<file path="src/include/flash_host_regs.svh">
// timing counts and command codes for the flash bus host
// assumes a 125 MHz system clock
`ifndef FLASH_HOST_REGS_SVH
`define FLASH_HOST_REGS_SVH
`define CLK_PERIOD_NS      8
`define T_ACCESS_NS        70
`define T_ACCESS_CYC       ((`T_ACCESS_NS + `CLK_PERIOD_NS - 1) / `CLK_PERIOD_NS)
`define T_WPULSE_NS        40
`define T_WPULSE_CYC       ((`T_WPULSE_NS + `CLK_PERIOD_NS - 1) / `CLK_PERIOD_NS)
`define T_GLITCH_NS        5
`define T_GLITCH_CYC       ((`T_GLITCH_NS + `CLK_PERIOD_NS - 1) / `CLK_PERIOD_NS)
`define T_SETUP_CYC        1
`define UNLOCK_ADDR1       19'h00555
`define UNLOCK_ADDR2       19'h002AA
`define UNLOCK_DATA1       8'hAA
`define UNLOCK_DATA2       8'h55
`define CMD_RESET          8'hF0
`define CMD_SILICON_ID     8'h90
`define CMD_PROGRAM        8'hA0
`define CMD_ERASE_SETUP    8'h80
`define CMD_CHIP_ERASE     8'h10
`define CMD_SECTOR_ERASE   8'h30
`define CMD_SUSPEND        8'hB0
`define CMD_RESUME         8'h30
`define SECTOR_MSB         18
`define SECTOR_LSB         16
`endif

</file>
<file path="src/include/flash_host_pkg.sv">
// types shared by the flash bus host
// no assumptions beyond the header macros
package flash_host_pkg;
  typedef enum logic [3:0] {
    OP_READ, OP_RESET, OP_SILICON_ID, OP_PROGRAM, OP_CHIP_ERASE,
    OP_SECTOR_ERASE, OP_SUSPEND, OP_RESUME
  } op_t;
  typedef enum logic [1:0] {
    MODE_ARRAY, MODE_SUSP_ARRAY, MODE_SILICON_ID, MODE_FAIL
  } readMode_t;
endpackage

</file>
<file path="src/core/cycle_plan.sv">
// per-op command sequence table: address and data of each bus cycle
// assumes op codes from flash_host_pkg, step below the op's length
`timescale 1ns/1ns
`include "flash_host_regs.svh"
module cycle_plan
(
  input  wire logic                 clk,
  input  wire logic                 rst_b,
  input  wire flash_host_pkg::op_t  op,
  input  wire logic [2:0]           step,
  input  wire logic [18:0]          userAddr,
  input  wire logic [7:0]           userData,
  output logic      [18:0]          planAddr_reg,
  output logic      [7:0]           planData_reg,
  output logic      [2:0]           planLen_reg
);
  logic [18:0] planAddr_next;
  logic [7:0]  planData_next;
  logic [2:0]  planLen_next;
  logic [7:0]  thirdCmd;

  always_comb
  begin
    planAddr_next = `UNLOCK_ADDR1;
    planData_next = `UNLOCK_DATA1;
    planLen_next  = 3'h3;
    thirdCmd      = `CMD_ERASE_SETUP;
    if (op == flash_host_pkg::OP_SILICON_ID)
      thirdCmd = `CMD_SILICON_ID;
    else if (op == flash_host_pkg::OP_PROGRAM)
      thirdCmd = `CMD_PROGRAM;
    if (op == flash_host_pkg::OP_PROGRAM)
      planLen_next = 3'h4;
    else if (op == flash_host_pkg::OP_CHIP_ERASE || op == flash_host_pkg::OP_SECTOR_ERASE)
      planLen_next = 3'h6;
    else if (op == flash_host_pkg::OP_RESET || op == flash_host_pkg::OP_SUSPEND
             || op == flash_host_pkg::OP_RESUME)
      planLen_next = 3'h1;
    case (op)
      flash_host_pkg::OP_RESET:   planData_next = `CMD_RESET;
      flash_host_pkg::OP_SUSPEND: planData_next = `CMD_SUSPEND;
      flash_host_pkg::OP_RESUME:  planData_next = `CMD_RESUME;
      default:
      begin
        case (step)
          3'h0, 3'h3:
          begin
            planAddr_next = `UNLOCK_ADDR1;
            planData_next = `UNLOCK_DATA1;
          end
          3'h1, 3'h4:
          begin
            planAddr_next = `UNLOCK_ADDR2;
            planData_next = `UNLOCK_DATA2;
          end
          default:
          begin
            planAddr_next = `UNLOCK_ADDR1;
            planData_next = thirdCmd;
          end
        endcase
        if (op == flash_host_pkg::OP_PROGRAM && step == 3'h3)
        begin
          planAddr_next = userAddr;
          planData_next = userData;
        end
        if (op == flash_host_pkg::OP_CHIP_ERASE && step == 3'h5)
          planData_next = `CMD_CHIP_ERASE;
        if (op == flash_host_pkg::OP_SECTOR_ERASE && step == 3'h5)
        begin
          planAddr_next = userAddr;
          planData_next = `CMD_SECTOR_ERASE;
        end
      end
    endcase
  end

  always_ff @(posedge clk or negedge rst_b)
  begin
    if (!rst_b)
    begin
      planAddr_reg <= 19'h00000;
      planData_reg <= 8'h00;
      planLen_reg  <= 3'h1;
    end
    else
    begin
      planAddr_reg <= planAddr_next;
      planData_reg <= planData_next;
      planLen_reg  <= planLen_next;
    end
  end
endmodule

</file>
<file path="src/core/flash_bus_mode_control.sv">
// host-side controller driving an asynchronous byte-wide flash over its pins
// assumes the flash pins are sampled synchronously and the bench resolves data_lines
`timescale 1ns/1ns
`include "flash_host_regs.svh"
// Overview of operation
// - read with chip select, output enable low
// - reset command after failure or ID mode
// - write strobe, chip select low, output high
// - host writes only defined command sequences; while hvIdReq is high, address bit one of writes is also forced low
// - ID command is three writes, then reads
module flash_bus_mode_control
(
  input  wire logic                 clk,
  input  wire logic                 rst_b,
  input  wire logic                 reqValid,
  input  wire flash_host_pkg::op_t  reqOp,
  input  wire logic [18:0]          reqAddr,
  input  wire logic [7:0]           reqData,
  input  wire logic                 hvIdReq,
  input  wire logic                 opDone,
  input  wire logic [7:0]           data_lines_i,
  output logic                      reqReady_reg,
  output logic                      rspValid_reg,
  output logic      [7:0]           rspData_reg,
  output logic      [2:0]           rspSector_reg,
  output flash_host_pkg::readMode_t readMode_reg,
  output logic                      failSeen_reg,
  output logic      [18:0]          addr_reg,
  output logic      [7:0]           data_lines_o_reg,
  output logic                      data_lines_oe_b_reg,
  output logic                      chipSel_b_reg,
  output logic                      outEn_b_reg,
  output logic                      writeStrobe_b_reg,
  output logic                      high_voltage_id_pin_reg
);
  typedef enum logic [2:0] {IDLE, PLAN, SETUP, PULSE, HOLD, RDWAIT, DONE} state_t;
  localparam logic [3:0] ACC_CYC = 4'(`T_ACCESS_CYC);
  localparam logic [3:0] WP_CYC  = 4'(`T_WPULSE_CYC);

  state_t                state_reg;
  flash_host_pkg::op_t   op_reg;
  logic [18:0]           userAddr_reg;
  logic [7:0]            userData_reg;
  logic [2:0]            step_reg;
  logic [3:0]            cnt_reg;
  logic                  susp_reg;
  logic                  busy_reg;
  flash_host_pkg::readMode_t idFrom_reg;
  logic [18:0]           planAddr;
  logic [7:0]            planData;
  logic [2:0]            planLen;
  logic                  isWrite;

  assign isWrite = (op_reg != flash_host_pkg::OP_READ);

  cycle_plan planner
  (
    .clk          (clk),
    .rst_b        (rst_b),
    .op           (op_reg),
    .step         (step_reg),
    .userAddr     (userAddr_reg),
    .userData     (userData_reg),
    .planAddr_reg (planAddr),
    .planData_reg (planData),
    .planLen_reg  (planLen)
  );

  // ============================================================
  // sequencer
  always_ff @(posedge clk or negedge rst_b)
  begin
    if (!rst_b)
    begin
      state_reg <= IDLE;
      op_reg <= flash_host_pkg::OP_READ;
      userAddr_reg <= 19'h00000;
      userData_reg <= 8'h00;
      step_reg <= 3'h0;
      cnt_reg <= 4'h0;
      reqReady_reg <= 1'b0;
    end
    else
    begin
      case (state_reg)
        IDLE:
        begin
          reqReady_reg <= 1'b1;
          step_reg <= 3'h0;
          if (reqValid && reqReady_reg)
          begin
            reqReady_reg <= 1'b0;
            op_reg <= reqOp;
            userAddr_reg <= reqAddr;
            userData_reg <= reqData;
            state_reg <= PLAN;
          end
        end
        PLAN:
          state_reg <= SETUP;
        SETUP:
        begin
          cnt_reg <= 4'h0;
          state_reg <= PULSE;
        end
        PULSE:
        begin
          cnt_reg <= cnt_reg + 4'h1;
          // pulse well above the glitch width
          if (isWrite && cnt_reg == WP_CYC - 4'h1)
            state_reg <= HOLD;
          else if (!isWrite && cnt_reg == ACC_CYC - 4'h1)
            state_reg <= RDWAIT;
        end
        HOLD:
        begin
          // all cycles of the sequence are issued in order
          if (step_reg == planLen - 3'h1)
            state_reg <= DONE;
          else
          begin
            step_reg <= step_reg + 3'h1;
            state_reg <= PLAN;
          end
        end
        RDWAIT:
          state_reg <= DONE;
        default:
          state_reg <= IDLE;
      endcase
    end
  end

  // ============================================================
  // pins: address, strobes and data drive
  always_ff @(posedge clk or negedge rst_b)
  begin
    if (!rst_b)
    begin
      addr_reg <= 19'h00000;
      data_lines_o_reg <= 8'h00;
      data_lines_oe_b_reg <= 1'b1;
      chipSel_b_reg <= 1'b1;
      outEn_b_reg <= 1'b1;
      writeStrobe_b_reg <= 1'b1;
      high_voltage_id_pin_reg <= 1'b0;
    end
    else
    begin
      // high voltage follows the request unless busy; bit one is forced low in addresses set up meanwhile
      high_voltage_id_pin_reg <= hvIdReq && !busy_reg;
      if (state_reg == SETUP)
      begin
        addr_reg <= isWrite ? planAddr : userAddr_reg;
        if (hvIdReq)
          addr_reg[1] <= 1'b0;
        data_lines_o_reg <= planData;
        data_lines_oe_b_reg <= !isWrite;
      end
      else if (state_reg == PULSE)
      begin
        chipSel_b_reg <= 1'b0;
        // write cycle keeps output enable high
        // read lowers output enable, write strobe stays high
        outEn_b_reg <= isWrite;
        writeStrobe_b_reg <= !isWrite;
      end
      else
      begin
        // both strobes rise together, data still driven
        chipSel_b_reg <= 1'b1;
        outEn_b_reg <= 1'b1;
        writeStrobe_b_reg <= 1'b1;
        if (state_reg == DONE || state_reg == IDLE)
          data_lines_oe_b_reg <= 1'b1;
      end
    end
  end

  // ============================================================
  // responses
  always_ff @(posedge clk or negedge rst_b)
  begin
    if (!rst_b)
    begin
      rspValid_reg <= 1'b0;
      rspData_reg <= 8'h00;
      rspSector_reg <= 3'h0;
    end
    else
    begin
      rspValid_reg <= (state_reg == RDWAIT);
      if (state_reg == RDWAIT)
      begin
        // id_select_bit picks manufacturer or device code
        // caller sees status when reading an erasing sector
        rspData_reg <= data_lines_i;
        // sector from top three address bits
        rspSector_reg <= userAddr_reg[`SECTOR_MSB:`SECTOR_LSB];
      end
    end
  end

  // ============================================================
  // read mode tracking
  always_ff @(posedge clk or negedge rst_b)
  begin
    if (!rst_b)
    begin
      // no write can be pending at power-up since strobes idle high
      readMode_reg <= flash_host_pkg::MODE_ARRAY;
      idFrom_reg <= flash_host_pkg::MODE_ARRAY;
      susp_reg <= 1'b0;
      busy_reg <= 1'b0;
      failSeen_reg <= 1'b0;
    end
    else
    begin
      // completion brings array or suspended array back
      // suspended program ends in suspended array
      if (busy_reg && opDone)
      begin
        busy_reg <= 1'b0;
        readMode_reg <= susp_reg ? flash_host_pkg::MODE_SUSP_ARRAY
                                 : flash_host_pkg::MODE_ARRAY;
      end
      // failure flag forces a reset before array reads
      if (state_reg == RDWAIT && busy_reg && data_lines_i[5])
      begin
        failSeen_reg <= 1'b1;
        readMode_reg <= flash_host_pkg::MODE_FAIL;
      end
      // commands change the mode only at end of a complete sequence
      if (state_reg == DONE && isWrite)
      begin
        case (op_reg)
          flash_host_pkg::OP_RESET:
          begin
            // reset ignored while operation runs cleanly
            if (!busy_reg || failSeen_reg)
            begin
              failSeen_reg <= 1'b0;
              busy_reg <= 1'b0;
              // return to the mode ID was entered from
              readMode_reg <= (readMode_reg == flash_host_pkg::MODE_SILICON_ID) ? idFrom_reg
                              : flash_host_pkg::MODE_ARRAY;
              if (readMode_reg != flash_host_pkg::MODE_SILICON_ID)
                susp_reg <= 1'b0;
            end
          end
          flash_host_pkg::OP_SILICON_ID:
          begin
            // entry after three writes, reads repeat
            if (readMode_reg == flash_host_pkg::MODE_ARRAY
                || readMode_reg == flash_host_pkg::MODE_SUSP_ARRAY)
            begin
              idFrom_reg <= readMode_reg;
              readMode_reg <= flash_host_pkg::MODE_SILICON_ID;
            end
          end
          flash_host_pkg::OP_SUSPEND:
          begin
            susp_reg <= 1'b1;
            busy_reg <= 1'b0;
            readMode_reg <= flash_host_pkg::MODE_SUSP_ARRAY;
          end
          flash_host_pkg::OP_RESUME:
          begin
            susp_reg <= 1'b0;
            busy_reg <= 1'b1;
          end
          default:
            // only table sequences reach the pins
            busy_reg <= 1'b1;
        endcase
      end
    end
  end
endmodule

</file>
<file path="config.mk">
export PLATFORM = sky130hd
export DESIGN_NAME = flash_bus_mode_control
export DESIGN_NICKNAME = d
export VERILOG_FILES = /design/src/include/flash_host_pkg.sv /design/src/core/cycle_plan.sv /design/src/core/flash_bus_mode_control.sv
export VERILOG_INCLUDE_DIRS = /design/src /design/src/include
export SDC_FILE = /design/constraint.sdc
export NUM_CORES = 1
export LEC_CHECK = 0
export BUFFER_PORTS_ARGS = -buffer_cell sky130_fd_sc_hd__buf_4
export CAP_MARGIN = 20
export CORE_ASPECT_RATIO = 0.6
export CORE_UTILIZATION = 55
export DETAILED_ROUTE_END_ITERATION = 12
export GPL_TIMING_DRIVEN = 0
export PLACE_DENSITY = 0.75
export SLEW_MARGIN = 20
export SYNTH_ARGS = -nofsm -noshare
export SYNTH_HDL_FRONTEND = slang
export SYNTH_SLANG_ARGS = --single-unit
</file>
<file path="constraint.sdc">
create_clock -name clk -period 2.5 [get_ports clk]
set_input_delay 0.125 -clock clk [delete_from_list [all_inputs] [get_ports clk]]
set_output_delay 0.125 -clock clk [all_outputs]
set_load 0.03 [all_outputs]
</file>
==> Word level (Yosys, flattened, before mapping) <==
Cells that the tools add are included.
{ "word_totals": {"inputBits": 44, "out_inout_bits": 48, "mem_count": 0, "regBits": 123, "latch_bits": 0, "mem_bits_ro": 0, "word_cells": 143, "ram_bits": 0} }
{ "classes": {"bitwise": 0, "eq_ne": 29, "n_shift": 0, "reduce_logical": 36, "muxes": 50, "div": 0, "mul": 0, "n_lt_le_gt_ge": 0, "addsub": 3} }
{ "op_table": {"columns": ["cell", "n"], "rows": [
  ["19-bit two-way mux", 4],
  ["8-bit two-way mux", 3],
  ["8-bit case mux with 3 select lines", 1],
  ["3-bit two-way mux", 7],
  ["4-bit by 3-bit equality test with 1-bit output, second input constant", 5],
  ["1-bit two-way mux", 18],
  ["3-bit case mux with 6 select lines", 1],
  ["8-bit case mux with 2 select lines", 1],
  ["3-bit equality test, second input constant", 5],
  ["2-bit two-way mux", 7],
  ["6-bit two-way mux", 2],
  ["2-bit inequality test, second input constant", 6],
  ["1-bit logical AND", 11],
  ["11-bit two-way mux", 1],
  ["3-bit by 2-bit equality test with 1-bit output, second input constant", 3],
  ["4-bit by 2-bit equality test with 1-bit output, second input constant", 2],
  ["4-bit case mux with 2 select lines", 1],
  ["2-bit AND reduction", 4],
  ["3-bit by 1-bit equality test with 1-bit output, second input constant", 2],
  ["3-bit logical NOT", 2],
  ["1-bit logical OR", 6],
  ["1-bit case mux with 3 select lines", 2],
  ["2-bit case mux with 3 select lines", 1],
  ["3-bit case mux with 2 select lines", 1],
  ["18 further kinds", 22]
]} }

==> Longest topological paths before layout <==
Gate-level depths: netlist of run 1.
{ "depth": {"word_depth": 8, "depth_mapped": 8, "ltp_nobuf": 6} }

==> Modules after synthesis <==
A second synthesis of run 1 with hierarchy kept.
{ "unflattened": {"hier_cells": 462, "area_unflattened_um2": 5437.7} }
{ "by_module_without_submodules": {"columns": ["mod", "cells_each", "instances", "area_per_inst_um2", "seq_area_each_um2"], "rows": [
  ["flash_bus_mode_control", 359, 1, 4186.5, 2332.2],
  ["cycle_plan", 103, 1, 1251.2, 752.0]
]} }

==> Worst setup path after synthesis of run 1 <==
Ideal clock, no wire load.
{ "synth_timing": {"kind": "reg2reg", "startpoint": "reg planner.planLen_reg[0]", "endpoint": "reg step_reg[1]", "path_buffers": 0, "slack_ns": 0.591, "required_ns": 2.372, "arrival_time_ns": 1.781, "setup_ns": 0.128, "stages_incl_launch_ff": 7, "period_less_slack_ns": 1.909, "path_cell_list": "dfstp_2 inv_1 ha_1 xor3_1 nor3_2 nor4_4 mux2_1"} }
{ "synth_via": {"elab_chain_len": 4} }
{ "synth_lines": {"columns": ["element", "line", "source"], "rows": [
  ["start, declared", "cycle_plan.sv:15", "output logic [2:0] planLen_reg"],
  ["start signal, assigned", "cycle_plan.sv:90", "planLen_reg <= planLen_next;"],
  ["3-bit by 1-bit subtractor with 3-bit output", "flash_bus_mode_control.sv:118", "if (step_reg == planLen - 3'h1)"],
  ["3-bit equality test", "flash_bus_mode_control.sv:118", null],
  ["2-bit inequality test (no line)", null, null],
  ["2-bit AND reduction (no line)", null, null],
  ["end signal, assigned", "flash_bus_mode_control.sv:122", "step_reg <= step_reg + 3'h1;"],
  ["end, declared", "flash_bus_mode_control.sv:44", "logic [2:0] step_reg;"]
]} }
No other way between the ends.
A chain may end at the register's enable or synchronous reset.

==> Worst setup path after layout of run 1 <==
{ "layout_timing": {"startpoint": "reg step_reg[0]", "endpoint": "reg planner.planAddr_reg[15]"} }
{ "layout_via": {"elab_chain_len": 5, "elab_cells_between_ends": 7, "classes_between": "eq/ne: 2; mux: 3; reduce/logical: 2"} }
{ "layout_lines": {"columns": ["element", "line", "source"], "rows": [
  ["3-bit by 2-bit equality test with 1-bit output", "cycle_plan.sv:62", "if (op == flash_host_pkg::OP_PROGRAM && step == 3'h3)"],
  ["1-bit logical AND", "cycle_plan.sv:62", null],
  ["19-bit two-way mux", "cycle_plan.sv:62", null],
  ["19-bit two-way mux (*)", "cycle_plan.sv:69", "if (op == flash_host_pkg::OP_SECTOR_ERASE && step == 3'h5)"],
  ["19-bit two-way mux (*)", "cycle_plan.sv:39", "case (op)"],
  ["via planner.planAddr_next[15]", "cycle_plan.sv:17", "logic [18:0] planAddr_next;"],
  ["end signal, assigned", "cycle_plan.sv:88", "planAddr_reg <= planAddr_next;"],
  ["end, declared", "cycle_plan.sv:13", "output logic [18:0] planAddr_reg,"]
]} }
The timed path passes the listed nets; every way through them passes the cells marked *.

==> flow_summary.yaml, run 1 <==
min_path:
  hold_depth: 4
  holdCritStartpoint: "opDone"
  hold_class: "primary input to register"
  min_to: "busy_reg"
worst_setup_path:
  cp_common_cell: "ha_1"
  endpoint_kind: "register"
  cpLargestDelayFamily: "flip-flops"
  critical_path.startpoint: "step_reg[0]"
  worstSetupPathType: "register to register"
  ff2ff_setup_slack_ps: 340
  worstPathArrival_ps: 2500
  slowest_stage: "dfrtp_1"
  r2r-start: "step_reg[0]"
  critPathMaxStageDelay_ps: 490
  crit_buf_inv: 1
  cp_cell_sequence: "ha_1 > ha_1 > nand2b_1 > o22ai_1 > clkbuf_1 > and2_1"
  critPathMaxFanout: 10
  start_kind: "register"
  worst_ep_required_time_ps: 2830
  reg2regPathDepth: 6
  r2r-end: "planner.planAddr_reg[15]"
job:
  maxCapViolCount: 0
final_layout:
  n_antenna_cell: 0
  nets: 671
  seqCellArea_sq_um: 3080
  syn_to_final_growth_pct: 35.1
  fillers: 618
  multi_input_area_sq_um: 2100
  final_cell_mix: "118 x dfrtp_1, 90 x buf_4, 66 x nand2_1"
  final_cell_area_sq_um: 7240
  drive_gt1_share_pct: 30.4
  final_common_cell: "dfrtp_1"
clock_tree:
  cts_buffers: 17
  clock-sinks: 123
  cts-root-buf: "clkbuf_16"
  cts_setup_buffers: 0
  cts_buffer_depth: 2
  cts-htree-levels: 4
  clkLatencyLatePin_ps: 410
  path_clk_slew_ps: 50
  ctsHoldBuffers: 41
  tritoncts: "yes"
  cts.repair.resized: 0
grt:
  grt_pass1_wl_mm: 20.4
  grt_start_max_net_pins: 70
  grt_pass1_vias: 4056
  antenna_found_initial: 0
  grt_overflow: 0
  grt_usage_pct: 27.1
timing:
  period_minus_slack_ps: 2160
  relSlewSlack_pct: 55.6
  fmax_mhz: 462
  setup_viol: 0
  final-hold-violation-count: 0
  period_share_pct: 86.5
  clock_skew_ps: 16.8
  drv_slew: 0
  rsz0062_at_grt: "no"
  max_slew.worst_pin.slew_ps: 657
  tns_ps: 0
place:
  placed_area_sq_um: 6230
  dp_hpwl_mm: 8.32
  place.gp.congestion: 0.878
  port_buffers: 91
route:
  routed_wl_mm: 12.7
  routedWlPerCell_um: 16.7
  drt_iter0_markers: 253
  remaining_drc_errors: 0
  avgViaCountPerCell: 5.35
  vias: 4078
  drt_pass1_iterations: 4
  postRouteAntennaNets: 0
floorplan:
  start_util_pct: 57.5
  rows: 27
  die_x_um: 129
  chipHeight_um: 78.5
  die-area_sq_um: 10200
  io_pins: 92
  coreArea_sq_um: 9320
pwr:
  p_per_area_nw_per_um2: 1320
  p_leak_nw: 3.31
  power_w: 0.00958
  ir_drop_mv: 0.698
yosys:
  synth_top_cells_by_area: "dfrtp_1 55%, mux2_2 7.8%, nand2_1 4.6%"
  synth_warnings: 0
  synth_cell_types: 59
  synth_area_leader_cell: "dfrtp_1"
  ys_async_sr_fraction_pct: 100
  netlist.area_leader.share_pct: 55.1
  synth_seq_area_share_pct: 57.6
  synth_cells: 468
  syn_area_sq_um: 5360
  synth_edf_count: 0
  ys_ff_latch: 123
  synth_nets: 519
  avgSynthCellArea_sq_um: 11.4
  synth_top_flop_cell: "dfrtp_1"
status:
  outcome: "complete, no violations"
==> per-stage QoR <==
step / utilization, % / hold slack [ps] / worst slack, ps / cells
after floorplan: - / -171 / 591 / 468
after global placement: 66.5 / 314 / 411 / 689
after detailed placement: 66.9 / 118 / 380 / 690
after CTS: 77.7 / 12.4 / 343 / 762
after global routing: 77.7 / 83.4 / 124 / 762
final: 77.7 / 19.5 / 337 / 762
==> how the worst max path moves through the flow <==
stage / to / slack (ps) / cells after the start
floorplan: step_reg[1] / 590 / 6
global route: planner.planAddr_reg[2] / 120 / 7
detailed placement: planner.planAddr_reg[15] / 380 / 6
CTS: planner.planAddr_reg[15] / 340 / 6
finish: planner.planAddr_reg[15] / 340 / 6
global placement: planner.planAddr_reg[14] / 410 / 6
==> metal layers <==
metal / track usage [%] / wire length, um / vias to the layer above
met3: 7.70 / 958 / 8
met5: 0 / 0 / -
met4: 9.88 / 107 / 0
li1: - / - / 1916
met2: 40.0 / 5630 / 155
met1: 38.2 / 6020 / 1999
==> power breakdown <==
group	total [W]	internal (W)	switching [W]
logic	0.00369	0.00156	0.00213
clock network	0.00248	0.00164	0.000838
registers	0.00341	0.00283	0.000579
==> cell usage after synthesis, types with 2 or more instances <==
master,n
mux2_2,37
and3_1,2
nor2_1,39
xnor2_1,2
and2_1,9
buf_2,15
o22ai_1,2
nand2b_1,7
a22o_1,2
o21a_1,5
nor3_1,2
nor4_4,2
dfstp_2,5
o41ai_1,2
mux2i_1,23
inv_1,14
nor2b_1,7
a21oi_1,25
clkbuf_1,8
a21o_1,5
mux2_1,4
o31ai_1,3
or2_2,3
nand2_1,66
o21ai_0,15
nor4b_1,2
nand3b_1,3
nand3_1,5
ha_1,7
dfrtp_1,118
==> tightest hold or removal path: stages <==
cell,delay [ps]
buf_4,100
nor2b_1,40
o21ai_0,50
o21ai_0,70
==> cell families after synthesis <==
kind of cell               synth area share (%)
buffers and inverters                      3.29
DFF                                        57.6
adders and majority gates                  1.63
muxes                                      12.9
AOI/OAI and AO/OA                          9.27
xor gates and xnor gates                  0.771
and+or+nand+nor                            14.5
==> final cells by class <==
cell class                      instances  share of cell area (%)
Timing Repair Buffer                  133                    15.5
Clock inverter                          7                    1.57
Sequential cell                       123                    42.6
Buffer                                 25                    1.66
Multi-Input combinational cell        305                    29.0
Tap cell                              130                    2.25
Clock buffer                           24                    6.65
Inverter                               15                   0.778
No activity file was read; power rests on OpenSTA's default activity.
==> run 2: changes to the inputs <==
- PLACE_DENSITY: 0.75 -> 0.78
- SYNTH_HIERARCHICAL: unset -> 1
==> flow_summary.yaml, run 2 <==
status:
  outcome: "complete, no violations"
clock_tree:
  path_clk_slew_ps: 60
  cts-root-buf: "clkbuf_16"
  cts_buffers: 17
  cts_buffer_depth: 2
  cts_setup_buffers: 0
  clock-sinks: 123
  cts.repair.resized: 0
  tritoncts: "yes"
  clkLatencyLatePin_ps: 410
  cts-htree-levels: 4
worst_setup_path:
  worstPathArrival_ps: 2450
  critPathMaxFanout: 10
  worstSetupPathType: "register to register"
  start_kind: "register"
  worst_ep_required_time_ps: 2820
  ff2ff_setup_slack_ps: 370
  endpoint_kind: "register"
  reg2regPathDepth: 6
timing:
  drv_slew: 0
  relSlewSlack_pct: 55.5
  period_share_pct: 85.2
  max_slew.worst_pin.slew_ps: 667
  final-hold-violation-count: 0
  fmax_mhz: 469
  rsz0062_at_grt: "no"
  tns_ps: 0
  clock_skew_ps: 7.79
  period_minus_slack_ps: 2130
  setup_viol: 0
route:
  remaining_drc_errors: 0
  routedWlPerCell_um: 17.6
  drt_pass1_iterations: 4
  drt_iter0_markers: 265
  postRouteAntennaNets: 0
  vias: 4164
  routed_wl_mm: 13.3
  avgViaCountPerCell: 5.50
final_layout:
  final_cell_mix: "118 x dfrtp_1, 92 x buf_4, 46 x nand2_1"
  fin_util_pct: 77.9
  fillers: 600
  drive_gt1_share_pct: 32.4
  n_antenna_cell: 0
  nets: 662
  final_common_cell: "dfrtp_1"
  syn_to_final_growth_pct: 34.6
yosys:
  ys_async_sr_fraction_pct: 100
  synth_cell_types: 65
  synth_nets: 510
  avgSynthCellArea_sq_um: 11.8
  synth_cells: 462
  ys_ff_latch: 123
  synth_common_cells: "118 x dfrtp_1, 46 x nand2_1, 37 x a21oi_1"
  synth_area_leader_cell: "dfrtp_1"
  syn_area_sq_um: 5440
  netlist.area_leader.share_pct: 54.3
  synth_seq_area_share_pct: 56.7
  yosysMostFrequentCell: "dfrtp_1"
  synth_warnings: 6
  synth_top_cells_by_area: "dfrtp_1 54%, mux2_2 7.5%, mux2i_1 3.9%"
  synth_edf_count: 0
  synth_top_flop_cell: "dfrtp_1"
place:
  place.gp.congestion: 0.845
  dp_hpwl_mm: 8.64
  port_buffers: 91
floorplan:
  start_util_pct: 57.9
  coreArea_sq_um: 9390
  die-area_sq_um: 10300
  io_pins: 92
  rows: 27
  chipHeight_um: 79.0
  die_x_um: 130
grt:
  use_met2_pct: 45.5
  grt_overflow: 0
  grt_usage_pct: 28.5
  grt_pass1_vias: 4288
  grt_start_max_net_pins: 65
  grt_use_met3_pct: 8.02
  globalRouteMet1Util_pct: 37.4
  grt_pass1_wl_mm: 21.5
  antenna_found_initial: 0
  busiest_layer: "met2"
job:
  maxCapViolCount: 0
pwr:
  p_leak_nw: 3.33
  p_comb_share_pct: 38.7
  p_per_area_nw_per_um2: 1310
  p_sw_share_pct: 37.8
  ir_drop_mv: 0.720
  power.switching_w: 0.00363
  p_int_w: 0.00596
  p_clk_share_pct: 25.5
  seq_power_share_pct: 35.8
min_path:
  hold_depth: 4
  hold_class: "primary input to register"
run 2: cell types whose count changed after synthesis, sizes merged, moves of 3 or more:
| cell | previous run | this run |
|---|---|---|
| a21o | 5 | 10 |
| a21oi | 25 | 38 |
| ha | 7 | 4 |
| nand2 | 66 | 46 |
| nor2 | 40 | 30 |
| nor2b | 7 | 10 |
| nor3 | 3 | 6 |
| o32ai | 1 | 4 |
run 2: area by class of cell:
cell class	count	area [sq um]	share of cell area [%]
Buffer	24	168	2.29
Clock buffer	19	443	6.05
Clock inverter	13	149	2.03
Inverter	16	60.1	0.821
Multi-Input combinational cell	299	2130	29.1
Sequential cell	123	3080	42.2
Tap cell	130	163	2.22
Timing Repair Buffer	133	1120	15.4
run 2: what timing repair did:
action	in CTS	in global routing
endpoints found under the setup margin	0	0
hold endpoints to repair	95	0
hold buffers	41	0
run 2: final timing paths:
kind                                    startpoint             endpoint
setup / recovery                      state_reg[2]         addr_reg[17]
hold / removal                              opDone             busy_reg
setup reg to reg                      state_reg[2]         addr_reg[17]
hold reg to reg            planner/planData_reg[2]  data_lines_o_reg[2]
max in group asynchronous                    rst_b     userAddr_reg[17]
min in group asynchronous                    rst_b           cnt_reg[2]
run 2: worst max-delay path, stage by stage, from the launching register on:
cell	delay, ps
dfrtp_1	350
buf_2	170
nand2b_1	180
nor2_2	450
clkbuf_1	580
nor2_1	130
a21oi_1	180
run 2: layer usage:
| metal | wire length, um | up-vias |
|---|---|---|
| met4 | 202 | 0 |
| met5 | 0 | - |
| met3 | 832 | 23 |
| met2 | 6330 | 152 |
| met1 | 5940 | 2068 |
| li1 | - | 1921 |
run 2: logic make-up (layout without fill, tap and decap cells):
group	after synthesis	in the layout	share of synthesized area, %
fa+ha+maj	4	4	0.920
simple gates	137	137	13.8
mux	61	61	12.1
flops	123	123	56.7
xor+xnor	3	3	0.759
buf+inv	40	205	4.19
compound gates	94	94	11.5
run 2: through the flow:
step	instances	hold slack [ps]	area (sq um)	total power [W]	worst slack [ps]
floorplan	462	-171	5440	0.00578	593
global placement	683	315	6280	0.00684	518
global route	757	37.2	7320	0.0101	255
detailed placement	684	142	6310	0.00703	426
CTS	757	1.81	7320	0.00960	366
finish	757	10.8	7320	0.00959	369
run 2: power by group through the flow:
stage                     Clock [W]  Sequential [W]  Combinational, W
after floorplan                   0         0.00388           0.00190
after global placement            0         0.00338           0.00346
after detailed placement          0         0.00342           0.00361
after CTS                   0.00248         0.00342           0.00371
after global routing        0.00258         0.00352           0.00399
final                       0.00245         0.00343           0.00371
